### config.mk
export PLATFORM = sky130hd
export DESIGN_NAME = smc_top
export DESIGN_NICKNAME = d
export VERILOG_FILES = /design/src/smc_pkg.sv /design/src/smc_link_if.sv /design/src/smc_clkgen.sv /design/src/smc_shifter.sv /design/src/smc_top.sv
export SDC_FILE = /design/constraint.sdc
export NUM_CORES = 1
export LEC_CHECK = 0
export BUFFER_PORTS_ARGS = -buffer_cell sky130_fd_sc_hd__buf_2
export CAP_MARGIN = 25
export CORE_ASPECT_RATIO = 0.9
export CORE_MARGIN = 2
export CORE_UTILIZATION = 45
export CTS_CLUSTER_DIAMETER = 100
export DETAILED_ROUTE_END_ITERATION = 12
export PLACE_DENSITY = 0.78
export SETUP_SLACK_MARGIN = 0.5
export SLEW_MARGIN = 40
export SYNTH_ARGS = -nofsm -noshare
export SYNTH_HDL_FRONTEND = slang
export SYNTH_SLANG_ARGS = --single-unit
### constraint.sdc
create_clock -name clk -period 5 [get_ports clk]
set_input_delay 0.25 -clock clk [delete_from_list [all_inputs] [get_ports clk]]
set_output_delay 0.25 -clock clk [all_outputs]
set_load 0.05 [all_outputs]
### src/smc_pkg.sv
// Purpose: constants for the SPI master clock and status block
// Assumes: byte-address register port, 32-bit data
// Notes: offsets are byte addresses
`default_nettype none
package smc_pkg;
  localparam logic [31:0] CFG_ADDR  = 32'h4000_1820;
  localparam logic [31:0] DATA_ADDR = 32'h4000_1824;
  localparam logic [31:0] CLK_ADDR  = 32'h4000_1828;
  localparam logic [31:0] STAT_ADDR = 32'h4000_182C;
  localparam int CFG_SPOS  = 5;
  localparam int CFG_SEL   = 6;
  localparam int CFG_EN    = 7;
  localparam logic [7:0] CFG_RST  = 8'h40;
  localparam logic [7:0] CFG_WMSK = 8'hEF;
  localparam int CLK_CPOL  = 0;
  localparam int CLK_CPHA  = 1;
  localparam int CLK_DIVLO = 2;
  localparam logic [7:0] CLK_RST  = 8'h07;
  localparam int ST_OVF   = 0;
  localparam int ST_RXF   = 1;
  localparam int ST_TXE   = 2;
  localparam int ST_WCOL  = 3;
  localparam int ST_BUSY  = 4;
  localparam int ST_FLUSH = 7;
  localparam logic ST_TXE_RST = 1'b1;
  localparam logic SCK_RST    = 1'b1;
  localparam logic [3:0] EDGE_LAST = 4'hF;
  typedef enum logic {SMC_IDLE, SMC_SHIFT} smc_state_t;
endpackage
`default_nettype wire

### src/smc_link_if.sv
// Purpose: link between register side and shift engine
// Assumes: single clock domain
// Notes: edge_stb comes from the clock generator
`timescale 1ns/1ns
`default_nettype none
interface smc_link_if;
  logic       start;
  logic [7:0] tx_byte;
  logic       cpol;
  logic       cpha;
  logic       spos;
  logic       en;
  logic       miso;
  logic       edge_stb;
  logic       sck;
  logic       mosi;
  logic       active;
  logic       done;
  logic [7:0] rx_byte;
  modport ctl (output start, tx_byte, cpol, cpha, spos, en, miso,
               input sck, mosi, active, done, rx_byte, edge_stb);
  modport eng (input start, tx_byte, cpol, cpha, spos, en, miso, edge_stb,
               output sck, mosi, active, done, rx_byte);
endinterface
`default_nettype wire

### src/smc_clkgen.sv
// Purpose: half-period strobe for the serial clock
// Assumes: divider may change only when not running
// Notes: strobe every divider+1 cycles while run is high
`timescale 1ns/1ns
`default_nettype none
module smc_clkgen import smc_pkg::*; (
  // System
  input  wire logic       clk,
  input  wire logic       rst_n,
  // Control
  input  wire logic       run,
  input  wire logic [5:0] div,
  // Strobe
  output logic            edge_stb
);
  logic [5:0] cnt_q;

  // Compare with >= so a late divider change cannot run away
  always_ff @(posedge clk) begin
    if (!rst_n) begin
      cnt_q    <= 6'h00;
      edge_stb <= 1'b0;
    end else if (!run) begin
      cnt_q    <= 6'h00;
      edge_stb <= 1'b0;
    end else if (cnt_q >= div) begin
      cnt_q    <= 6'h00;
      edge_stb <= 1'b1;
    end else begin
      cnt_q    <= cnt_q + 6'h01;
      edge_stb <= 1'b0;
    end
  end
endmodule // smc_clkgen
`default_nettype wire

### src/smc_shifter.sv
// Purpose: eight-bit shift engine with clock phase handling
// Assumes: start only while idle and enabled
// Notes: sixteen clock edges per byte
`timescale 1ns/1ns
`default_nettype none
module smc_shifter import smc_pkg::*; (
  // System
  input wire logic clk,
  input wire logic rst_n,
  // Link
  smc_link_if.eng  l
);
  smc_state_t state_q;
  logic [3:0] cnt_q;
  logic [7:0] sh_q;
  logic [7:0] rx_q;
  logic       smp_edge;
  logic       shf_edge;
  logic       cap_edge;
  logic       step;

  assign smp_edge  = l.cpha ? cnt_q[0] : ~cnt_q[0];
  assign shf_edge  = ~smp_edge;
  assign cap_edge  = l.spos ? shf_edge : smp_edge;
  assign step      = (state_q == SMC_SHIFT) && l.edge_stb;
  assign l.active  = (state_q == SMC_SHIFT);
  assign l.rx_byte = rx_q;

  always_ff @(posedge clk) begin
    if (!rst_n) begin
      state_q <= SMC_IDLE;
      cnt_q   <= 4'h0;
    end else if (!l.en) begin
      state_q <= SMC_IDLE;
    end else begin
      unique case (state_q)
        SMC_IDLE: if (l.start) begin
          state_q <= SMC_SHIFT;
          cnt_q   <= 4'h0;
        end
        SMC_SHIFT: if (l.edge_stb) begin
          cnt_q <= cnt_q + 4'h1;
          if (cnt_q == EDGE_LAST) state_q <= SMC_IDLE;
        end
      endcase
    end
  end

  always_ff @(posedge clk) begin
    if (!rst_n) l.sck <= SCK_RST;
    else if (state_q == SMC_IDLE) l.sck <= l.cpol;
    else if (l.edge_stb) l.sck <= ~l.sck;
  end

  // Phase 0 puts the MSB out before the first edge
  always_ff @(posedge clk) begin
    if (!rst_n) begin
      sh_q   <= 8'h00;
      l.mosi <= 1'b0;
    end else if (state_q == SMC_IDLE && l.start) begin
      sh_q <= l.cpha ? l.tx_byte : {l.tx_byte[6:0], 1'b0};
      if (!l.cpha) l.mosi <= l.tx_byte[7];
    end else if (step && shf_edge) begin
      l.mosi <= sh_q[7];
      sh_q   <= {sh_q[6:0], 1'b0};
    end
  end

  always_ff @(posedge clk) begin
    if (!rst_n) rx_q <= 8'h00;
    else if (step && cap_edge) rx_q <= {rx_q[6:0], l.miso};
  end

  always_ff @(posedge clk) begin
    if (!rst_n) l.done <= 1'b0;
    else l.done <= step && (cnt_q == EDGE_LAST) && l.en;
  end
endmodule // smc_shifter
`default_nettype wire

### src/smc_top.sv
// Purpose: SPI master with clock setup and status flags
// Assumes: one-cycle strobes, read data one cycle later
// Notes: config bits 3:0 double as interrupt mask
`timescale 1ns/1ns
`default_nettype none
module smc_top import smc_pkg::*; (
  // System
  input  wire logic        clk,
  input  wire logic        rst_n,
  // Register port
  input  wire logic [31:0] reg_addr,
  input  wire logic [31:0] reg_wdata,
  input  wire logic        reg_wr,
  input  wire logic        reg_rd,
  output logic      [31:0] reg_rdata,
  // Serial link
  output logic             sclk,
  output logic             mosi,
  input  wire logic        miso,
  output logic             slave_select_n,
  // Interrupt
  output logic             irq
);
  smc_link_if lnk ();

  logic [7:0] cfg_q;
  logic [7:0] clk_q;
  logic [7:0] tx_q;
  logic       tx_full_q;
  logic [7:0] rx_q;
  logic       rx_full_q;
  logic       ovf_q;
  logic       txe_q;
  logic       wcol_q;
  logic       busy_q;
  logic       start_q;
  logic [7:0] launch_byte_q;
  logic       launch;
  logic       wr_cfg;
  logic       wr_data;
  logic       wr_clk;
  logic       wr_stat;
  logic       rd_data;
  logic       rd_stat;
  logic       flush;
  logic       rx_full_eff;
  logic [3:0] flags;
  logic [31:0] rd_val;

  // Address decode
  assign wr_cfg  = reg_wr && (reg_addr == CFG_ADDR);
  assign wr_data = reg_wr && (reg_addr == DATA_ADDR);
  assign wr_clk  = reg_wr && (reg_addr == CLK_ADDR);
  assign wr_stat = reg_wr && (reg_addr == STAT_ADDR);
  assign rd_data = reg_rd && (reg_addr == DATA_ADDR);
  assign rd_stat = reg_rd && (reg_addr == STAT_ADDR);
  assign flush   = wr_stat && reg_wdata[ST_FLUSH];

  // Link wiring
  assign lnk.start   = start_q;
  assign lnk.tx_byte = launch_byte_q;
  assign lnk.cpol    = clk_q[CLK_CPOL];
  assign lnk.cpha    = clk_q[CLK_CPHA];
  assign lnk.spos    = cfg_q[CFG_SPOS];
  assign lnk.en      = cfg_q[CFG_EN];
  assign lnk.miso    = miso;
  assign sclk        = lnk.sck;
  assign mosi        = lnk.mosi;

  smc_clkgen u_clkgen (
    .clk      (clk),
    .rst_n    (rst_n),
    .run      (lnk.active),
    .div      (clk_q[7:CLK_DIVLO]),
    .edge_stb (lnk.edge_stb)
  );

  smc_shifter u_shifter (
    .clk   (clk),
    .rst_n (rst_n),
    .l     (lnk)
  );

  // Configuration: mask, sample edge, select, enable
  always_ff @(posedge clk) begin
    if (!rst_n) cfg_q <= CFG_RST;
    else if (wr_cfg) cfg_q <= reg_wdata[7:0] & CFG_WMSK;
  end

  always_ff @(posedge clk) begin
    if (!rst_n) slave_select_n <= CFG_RST[CFG_SEL];
    else if (wr_cfg) slave_select_n <= reg_wdata[CFG_SEL];
  end

  // Clock setup: polarity, phase, divider
  always_ff @(posedge clk) begin
    if (!rst_n) clk_q <= CLK_RST;
    else if (wr_clk) clk_q <= reg_wdata[7:0];
  end

  // Hand the buffered byte to the shifter when idle
  assign launch = cfg_q[CFG_EN] && tx_full_q && !lnk.active
                  && !start_q && !flush;

  always_ff @(posedge clk) begin
    if (!rst_n) begin
      start_q       <= 1'b0;
      launch_byte_q <= 8'h00;
    end else begin
      start_q <= launch;
      if (launch) launch_byte_q <= tx_q;
    end
  end

  // Transmit buffer; a write while full is rejected
  always_ff @(posedge clk) begin
    if (!rst_n) begin
      tx_q      <= 8'h00;
      tx_full_q <= 1'b0;
    end else if (flush || launch) begin
      tx_full_q <= 1'b0;
    end else if (wr_data && !tx_full_q) begin
      tx_q      <= reg_wdata[7:0];
      tx_full_q <= 1'b1;
    end
  end

  always_ff @(posedge clk) begin
    if (!rst_n) txe_q <= ST_TXE_RST;
    else if (launch || flush) txe_q <= 1'b1;
    else if (wr_data) txe_q <= 1'b0;
  end

  // Set wins over the read that clears
  always_ff @(posedge clk) begin
    if (!rst_n) wcol_q <= 1'b0;
    else if (wr_data && tx_full_q) wcol_q <= 1'b1;
    else if (rd_stat || (wr_stat && reg_wdata[ST_WCOL])) wcol_q <= 1'b0;
  end

  // A data read in the same cycle frees the buffer first
  assign rx_full_eff = rx_full_q && !rd_data;

  always_ff @(posedge clk) begin
    if (!rst_n) begin
      rx_q      <= 8'h00;
      rx_full_q <= 1'b0;
    end else if (lnk.done && !rx_full_eff) begin
      rx_q      <= lnk.rx_byte;
      rx_full_q <= 1'b1;
    end else if (rd_data) begin
      rx_full_q <= 1'b0;
    end
  end

  // Overflow keeps the older byte
  always_ff @(posedge clk) begin
    if (!rst_n) ovf_q <= 1'b0;
    else if (lnk.done && rx_full_eff) ovf_q <= 1'b1;
    else if (rd_stat || (wr_stat && reg_wdata[ST_OVF])) ovf_q <= 1'b0;
  end

  always_ff @(posedge clk) begin
    if (!rst_n) busy_q <= 1'b0;
    else busy_q <= launch || start_q || lnk.active;
  end

  // Interrupt from enabled flags
  assign flags = {wcol_q, txe_q, rx_full_q, ovf_q};

  always_ff @(posedge clk) begin
    if (!rst_n) irq <= 1'b0;
    else irq <= |(flags & cfg_q[3:0]);
  end

  // Read mux; unmapped addresses read zero
  always_comb begin
    rd_val = 32'h0000_0000;
    unique case (reg_addr)
      CFG_ADDR:  rd_val[7:0] = cfg_q;
      DATA_ADDR: rd_val[7:0] = rx_q;
      CLK_ADDR:  rd_val[7:0] = clk_q;
      STAT_ADDR: begin
        rd_val[ST_OVF]  = ovf_q;
        rd_val[ST_RXF]  = rx_full_q;
        rd_val[ST_TXE]  = txe_q;
        rd_val[ST_WCOL] = wcol_q;
        rd_val[ST_BUSY] = busy_q;
      end
      default: rd_val = 32'h0000_0000;
    endcase
  end

  always_ff @(posedge clk) begin
    if (!rst_n) reg_rdata <= 32'h0000_0000;
    else if (reg_rd) reg_rdata <= rd_val;
    else reg_rdata <= 32'h0000_0000;
  end
endmodule // smc_top
`default_nettype wire

## Word level (Yosys, flattened, before mapping)

Index checks and enable logic that the tools add are counted.

- Reductions and logical operators: 48
- Div/mod/pow operators: 0
- Multipliers: 0
- Eq/ne operators: 8
- Bitwise operators: 7
- Muxes and demuxes: 26
- Shift-type cells: 0
- $add $sub $neg: 2
- Order comparisons: 1

Operator list:

| cell | count |
|---|---|
| 32-bit by 31-bit == test with 1-bit output (second input constant) | 4 |
| 1-bit logical AND | 24 |
| 8-bit 2-to-1 mux | 3 |
| 5-bit one-hot mux with 4 select lines | 1 |
| 1-bit 2-to-1 mux | 17 |
| 2-bit AND reduction | 5 |
| 3-bit one-hot mux with 3 select lines | 1 |
| 4-bit 2-to-1 mux | 2 |
| 4-bit one-hot mux with 2 select lines | 1 |
| 2-bit nonzero test | 4 |
| 6-bit by 1-bit adder with 6-bit output (second input constant) | 1 |
| 6-bit greater-or-equal comparator | 1 |
| 1-bit logical NOT | 6 |
| 2-bit inequality test (second input constant) | 3 |
| 1-bit inverter | 6 |
| 1-bit logical OR | 5 |
| 4-bit by 1-bit adder with 4-bit output (second input constant) | 1 |
| 4-bit AND | 1 |
| 4-bit == test (second input constant) | 1 |
| 4-bit OR reduction | 1 |
| 3-bit AND reduction | 1 |
| 3-bit OR reduction | 1 |
| 1-bit one-hot mux with 2 select lines | 1 |
| 2-bit OR reduction | 1 |

- Memories: 0
- Register bits after elaboration: 111
- Latch bits: 0
- Bits in writable memories: 0
- Bits in read-only memories: 0

## Logic depth before layout (Yosys ltp)

Gate-level depths: netlist of run 1.

- Depth after elaboration: 8
- Gate-level depth with buffers: 7
- Mapped depth without buffers: 7

## Hierarchy

A second synthesis of run 1 with hierarchy kept.

- Cell total of the unflattened synthesis: 452
- Area total of the unflattened synthesis: 4190.3 µm²

Modules (own cells, without submodules):

| module | instances | area an instance (µm²) | cells each | seq. area each (µm²) |
|---|---|---|---|---|
| smc_top | 1 | 2595.0 | 280 | 1101.1 |
| smc_shifter | 1 | 1177.4 | 127 | 480.5 |
| smc_clkgen | 1 | 417.9 | 45 | 140.1 |

## Worst setup path before layout of run 1

No wires, ideal clock.

- Path kind: in2reg
- From: input port reg_addr[26]
- To: register clk_q[1]
- Cell stages on the path: 5
- Path slack: 3.164 ns
- Library setup time: 0.130 ns
- Data arrival time: 1.706 ns
- Required time: 4.870 ns
- Cell sequence: nor4_2 nand4_4 nor4_4 mux2i_1 nand2_1

- Word-level cells in the longest chain between the ends: 2

RTL lines:

| item | RTL line | text |
|---|---|---|
| from (decl) | smc_top.sv:11 | `input wire logic [31:0] reg_addr,` |
| 32-bit by 31-bit == test with 1-bit output | smc_top.sv:53 | `assign wr_clk = reg_wr && (reg_addr == CLK_ADDR);` |
| 1-bit logical AND | smc_top.sv:53 |  |
| to (signal assigned) | smc_top.sv:98 | `else if (wr_clk) clk_q <= reg_wdata[7:0];` |
| to (decl) | smc_top.sv:27 | `logic [7:0] clk_q;` |

Every way passes these cells.
A chain may end at the register's enable or synchronous reset.

## Worst setup path after layout of run 1

- From: register clk_q[1]
- To: register u_shifter.rx_q[7], in the netlist u_shifter.l.rx_byte[7]

- Word-level cells in the longest chain between the ends: 4

RTL lines:

| item | RTL line | text |
|---|---|---|
| 1-bit 2-to-1 mux * | smc_shifter.sv:22 | `assign smp_edge = l.cpha ? cnt_q[0] : ~cnt_q[0];` |
| 1-bit inverter | smc_shifter.sv:23 | `assign shf_edge = ~smp_edge;` |
| 1-bit 2-to-1 mux * | smc_shifter.sv:24 | `assign cap_edge = l.spos ? shf_edge : smp_edge;` |
| 1-bit logical AND * | smc_shifter.sv:71 | `else if (step && cap_edge) rx_q <= {rx_q[6:0], l.miso};` |
| to (signal assigned) | smc_shifter.sv:71 |  |
| to (decl) | smc_shifter.sv:16 | `logic [7:0] rx_q;` |

Every way passes the cells marked *; elsewhere a longest branch is shown, timed or not.

==> results of run 1 <==
[worst paths after layout]
path	to	depth (start not counted)
max	u_shifter.l.rx_byte[7]	5
min	clk_q[1]	3
max reg2reg	u_shifter.l.rx_byte[7]	5
min reg2reg	launch_byte_q[5]	2
[cell usage in the layout (no fill, tap or decap), drive strengths merged, types with 4 or more instances in the layout]
cell and n:
nor2 29, nor3 4, clkbuf 10, nand3 23, o21ai 14, a21oi 10
ha 8, clkinv 5, inv 11, dfxtp 86, nor4 8, a22oi 6
mux4 4, buf 57, xnor2 4, conb 24, nand2 57, mux2i 51
nor4b 4, a211oi 11, and3 7, nor2b 26
[per-stage QoR]
stage               util, %  hold WS, ns  std cells  instance area [µm²]  setup WS [ns]
floorplan                 -        0.360        460                 4170           3.16
global placement       49.9        0.441        590                 4340           2.72
detailed placement     49.9        0.449        590                 4340           2.68
CTS                    51.7        0.158        605                 4490           2.85
global route           51.8        0.184        605                 4500           2.63
finish                 51.8        0.157        605                 4500           2.81
[layout make-up]
class                   count  area [µm²]
inverters                  12        45.0
multi-input cells         316        2150
fillers                   817        4180
well taps                 119         149
repair buffers             57         288
clock inverters             5        27.5
clock buffers              10         128
flip-flops and latches     86        1720
[power by group]
part	internal [mW]	leakage, nW	switching, mW
Combinational	0.0225	0.997	0.0714
Sequential	0.684	0.693	0.0000000000445
Clock	0.174	0.0817	0.233
Total	0.881	1.77	0.305
[state kept, by name, summed over array words and instances, names as in the netlist, 4 cells and up]
register	cells
u_shifter.l.rx_byte	8
clk_q	8
u_shifter.cnt_q	4
reg_rdata	8
tx_q	8
cfg_q	7
u_shifter.sh_q	8
rx_q	8
launch_byte_q	8
u_clkgen.cnt_q	6
[worst max-delay path, cell delays in order, from the launching register on]
cell and delay (ns):
dfxtp_1 0.82, xor2_1 0.27, xnor2_1 0.14, nand3_1 0.43
mux2i_1 0.34, nor2_1 0.06
[cells by family (layout without fill, tap and decap cells)]
group,count (synthesis),count (layout),synth area share (%)
compound gates,52,52,8.37
flops,86,86,42.2
simple gates,169,169,22.7
fa+ha+maj,8,8,2.45
other cells,1,24,0.0919
mux,56,56,15.0
xor+xnor,7,7,1.50
buf+inv,58,84,7.67
[per-layer routing]
metal  global-route usage (%)  wire length, µm  up-vias
li1                         -                -     1560
met1                     23.2             3810     1464
met2                     30.8             4010      107
met3                     2.42              498        4
met4                     6.08               50        0
met5                        0                0        -
==> flow_summary.ini, run 1 <==
[finish]
layout-drive-gt1-share_pct = 18.9
synthToLayoutAreaGrowth_pct = 10.4
n_antenna_cell = 0
nets = 559

[die]
die_h_um = 94.3
core_area_um2 = 8690
die_x_um = 104
die_area_um2 = 9850
start_util_pct = 47.0
io_pins = 105
num_rows = 32

[placement]
dp_hpwl_mm = 5.97
portBuffers = 56
gp_congestion = 0.800

[sta]
slew_headroom_pct = 45.4
period_minus_slack_ns = 2.19
rsz0062_at_grt = no
maxSlewViolCount = 0
worst_pin_slew_ns = 0.813
hold_viol_final = 0
finalSetupViolCount = 0
period_share_pct = 43.8
setup-tns-final_ns = 0
skew_ns = 0.0101
fmax_mhz = 456

[clock_tree]
clock_sinks = 86
clk_pin_slew_ns = 0.08
cts_resized = 0
worstSkewPairLatency_ns = 0.35
cts_tree = yes
ctsHoldBuffers = 0
h-tree-depth = 3
clockBufferDepth = 2
cts_buffers = 9
clockRootBuffer = clkbuf_8
post_cts_buffers = 0

[logic_synthesis]
yosysSeqAreaShare_pct = 42.2
synth_area_leaders = dfxtp_1, mux2i_1, nand2_1, buf_4, nor2b_1
synthMostInstantiatedCell = dfxtp_1
synth_top_area_cell = dfxtp_1
syn_inst = 437
postSynthAreaPerCell_um2 = 9.34
synthFlopType = dfxtp_1
ys_types = 45
synth_edf_count = 0
yosysWarningCount = 0
synth.top_cell.area_share_pct = 42.2
ys_top_cells_by_count = dfxtp_1, nand2_1, mux2i_1
ys_ff_latch = 86
async_flop_share_pct = 0
netlist_area_um2 = 4080

[pwr]
power_density_nw_per_um2 = 263
power_leakage_nw = 1.77
p_total_mw = 1.19
vdd_drop_max_mv = 0.199

[setup_path]
crit-reg2reg-launch = clk_q[1]
arrival_ns = 2.42
r2r_slack_ns = 2.81
crit_path_end_kind = register
startpoint_type = register
required_ns = 5.23
path_max_fanout = 18
critical_path_class = reg -> reg
crit_path_start = clk_q[1]

[routing]
drt_wl_total_mm = 8.37
detail-route-antenna-nets = 0
drc = 0
vias = 3135
viasPerCell = 5.18
post_drt_wl_per_cell_um = 13.8
dr.pass1.iters = 4
drt_iter0_drc = 169

[run_status]
status = finished, final reports clean

[global_route]
grt_usage_pct = 17.8
grt_pass1_wl_mm = 14.1
globalRouteOverflowTotal = 0
antenna_found_initial = 0
grt_pass1_vias = 3012
grt_start_max_net_pins = 79

[run]
drv_cap = 0

[worst_hold_path]
holdCritStartpoint = reg_wdata[1]
hold_path_class = in -> reg
No activity file was read; power rests on OpenSTA's default activity.
==> run 2: changes to the inputs <==
PLACE_DENSITY = 0.8   (was 0.78)
clock period = 1.8 ns   (was 5 ns; I/O delays follow)
==> run 2 against run 1 <==
Net effect:
- sequential cell count unchanged
- clock skew increased by 0.0031 ns
- combinational power increased to 3.3 times the previous value
- clock power increased to 3.1 times the previous value
- via count increased by 10%
- total power increased to 2.9 times the previous value
- die area unchanged
- sequential share of layout area decreased by 5.3 points
- critical endpoint is now u_clkgen.cnt_q[0]
==> flow_summary.ini, run 2 (synthesis results as in run 1) <==
[run_status]
status = finished, final reports clean

[setup_path]
crit_chain = inv_2, ha_4, nand2b_4, a21o_1, a21oi_2, o2111ai_4, nor2_1
required_ns = 2.09
critical_path_class = reg -> reg
path_max_fanout = 6
crit_path_end_kind = register
arrival_ns = 1.77
critPathSlowestCell = dfxtp_2
startpoint_type = register
cp_slowest_stage_delay_ns = 0.34

[routing]
dr.pass1.iters = 4
detail-route-antenna-nets = 0
drt_wl_total_mm = 10.2
post_drt_wl_per_cell_um = 15.8
drt_iter0_drc = 180
viasPerCell = 5.36
drc = 0
vias = 3462

[clock_tree]
cts_tree = yes
cts_buffers = 9
clock_sinks = 86
clockBufferDepth = 2
worstSkewPairLatency_ns = 0.36
h-tree-depth = 3
clk_pin_slew_ns = 0.08
clockRootBuffer = clkbuf_8

[global_route]
globalRouteOverflowTotal = 0
antenna_found_initial = 0
grt_start_max_net_pins = 55
grt_pass1_wl_mm = 15.4
grt_usage_pct = 19.6
grt_pass1_vias = 3227

[sta]
holdWs_ns = 0.0141
period_share_pct = 82.6
slew_headroom_pct = 64.8
fmax_mhz = 673
maxSlewViolCount = 0
period_minus_slack_ns = 1.49
setup-tns-final_ns = 0
finalSetupViolCount = 0
rsz0062_at_grt = yes
worst_pin_slew_ns = 0.529
hold_viol_final = 0
skew_ns = 0.0132

[die]
core_area_um2 = 8690
die_x_um = 104
die_area_um2 = 9850
die_h_um = 94.3
num_rows = 32
start_util_pct = 47.0
io_pins = 105

[pwr]
p_total_mw = 3.47
power_density_nw_per_um2 = 658
vdd_drop_max_mv = 0.442
power_leakage_nw = 2.07

[worst_hold_path]
hold_path_class = in -> reg

[finish]
mostFrequentLayoutCells = dfxtp_1, nand2_1, mux2i_1, buf_2, nor2_1
final_common_cell = dfxtp_1
synthToLayoutAreaGrowth_pct = 29.4
layout-drive-gt1-share_pct = 32.3
n_antenna_cell = 0
nets = 599

[placement]
dp_hpwl_mm = 6.58
gp_congestion = 0.882
portBuffers = 56

[run]
drv_cap = 0
run 2: metal layers:
layer | vias up | global-route usage (%) | part of all wire [%]
met3 | 27 | 4.00 | 5.2
met5 | - | 0 | 0
met1 | 1648 | 24.7 | 42
li1 | 1646 | - | -
met2 | 141 | 34.4 | 51
met4 | 0 | 5.74 | 2.4
run 2: worst paths after layout:
| path | depth (start not counted) | startpoint | slack, ns | end |
|---|---|---|---|---|
| min | 3 | miso | 0.01 | u_shifter.l.rx_byte[0] |
| max | 7 | u_clkgen.cnt_q[0] | 0.31 | u_clkgen.cnt_q[0] |
| max reg2reg | 7 | u_clkgen.cnt_q[0] | 0.31 | u_clkgen.cnt_q[0] |
| min reg2reg | 2 | tx_q[6] | 0.46 | launch_byte_q[6] |
run 2: per-stage QoR:
stage | util (%) | setup slack [ns] | area, µm² | instances
2_1_floorplan | - | 0.198 | 4290 | 460
3_3_place_gp | 52.9 | 0.111 | 4600 | 607
3_5_place_dp | 52.9 | 0.0755 | 4600 | 607
4_1_cts | 57.5 | 0.329 | 5000 | 636
5_1_grt | 60.8 | 0.201 | 5280 | 646
6_report | 60.8 | 0.313 | 5280 | 646
run 2: final cells by class:
type	count	area [µm²]
repair buffers	96	723
clock buffers	10	128
fillers	695	3410
flip-flops and latches	86	1740
multi-input cells	317	2440
inverters	12	45.0
clock inverters	6	52.6
well taps	119	149
run 2: repair_timing:
item	CTS	global route
hold buffers	3	0
hold endpoints to repair	4	0
pin swaps	30	19
resized for setup	28	41
cloned	1	1
setup endpoints to repair	42	69
buffers inserted	9	9
run 2: power breakdown:
part	internal, mW	switching (mW)
clock	0.526	0.736
combinational	0.0892	0.224
sequential	1.90	0.000000000111
run 2: worst max-delay path, delay by kind of cell (launching register included):
| kind | cells | cell delay (ns) |
|---|---|---|
| AO/OA/AOI/OAI | 3 | 0.54 |
| adder cells (fa/ha/maj) | 1 | 0.22 |
| buffers and inverters | 1 | 0.04 |
| flip-flops | 1 | 0.34 |
| AND/OR/NAND/NOR | 2 | 0.27 |
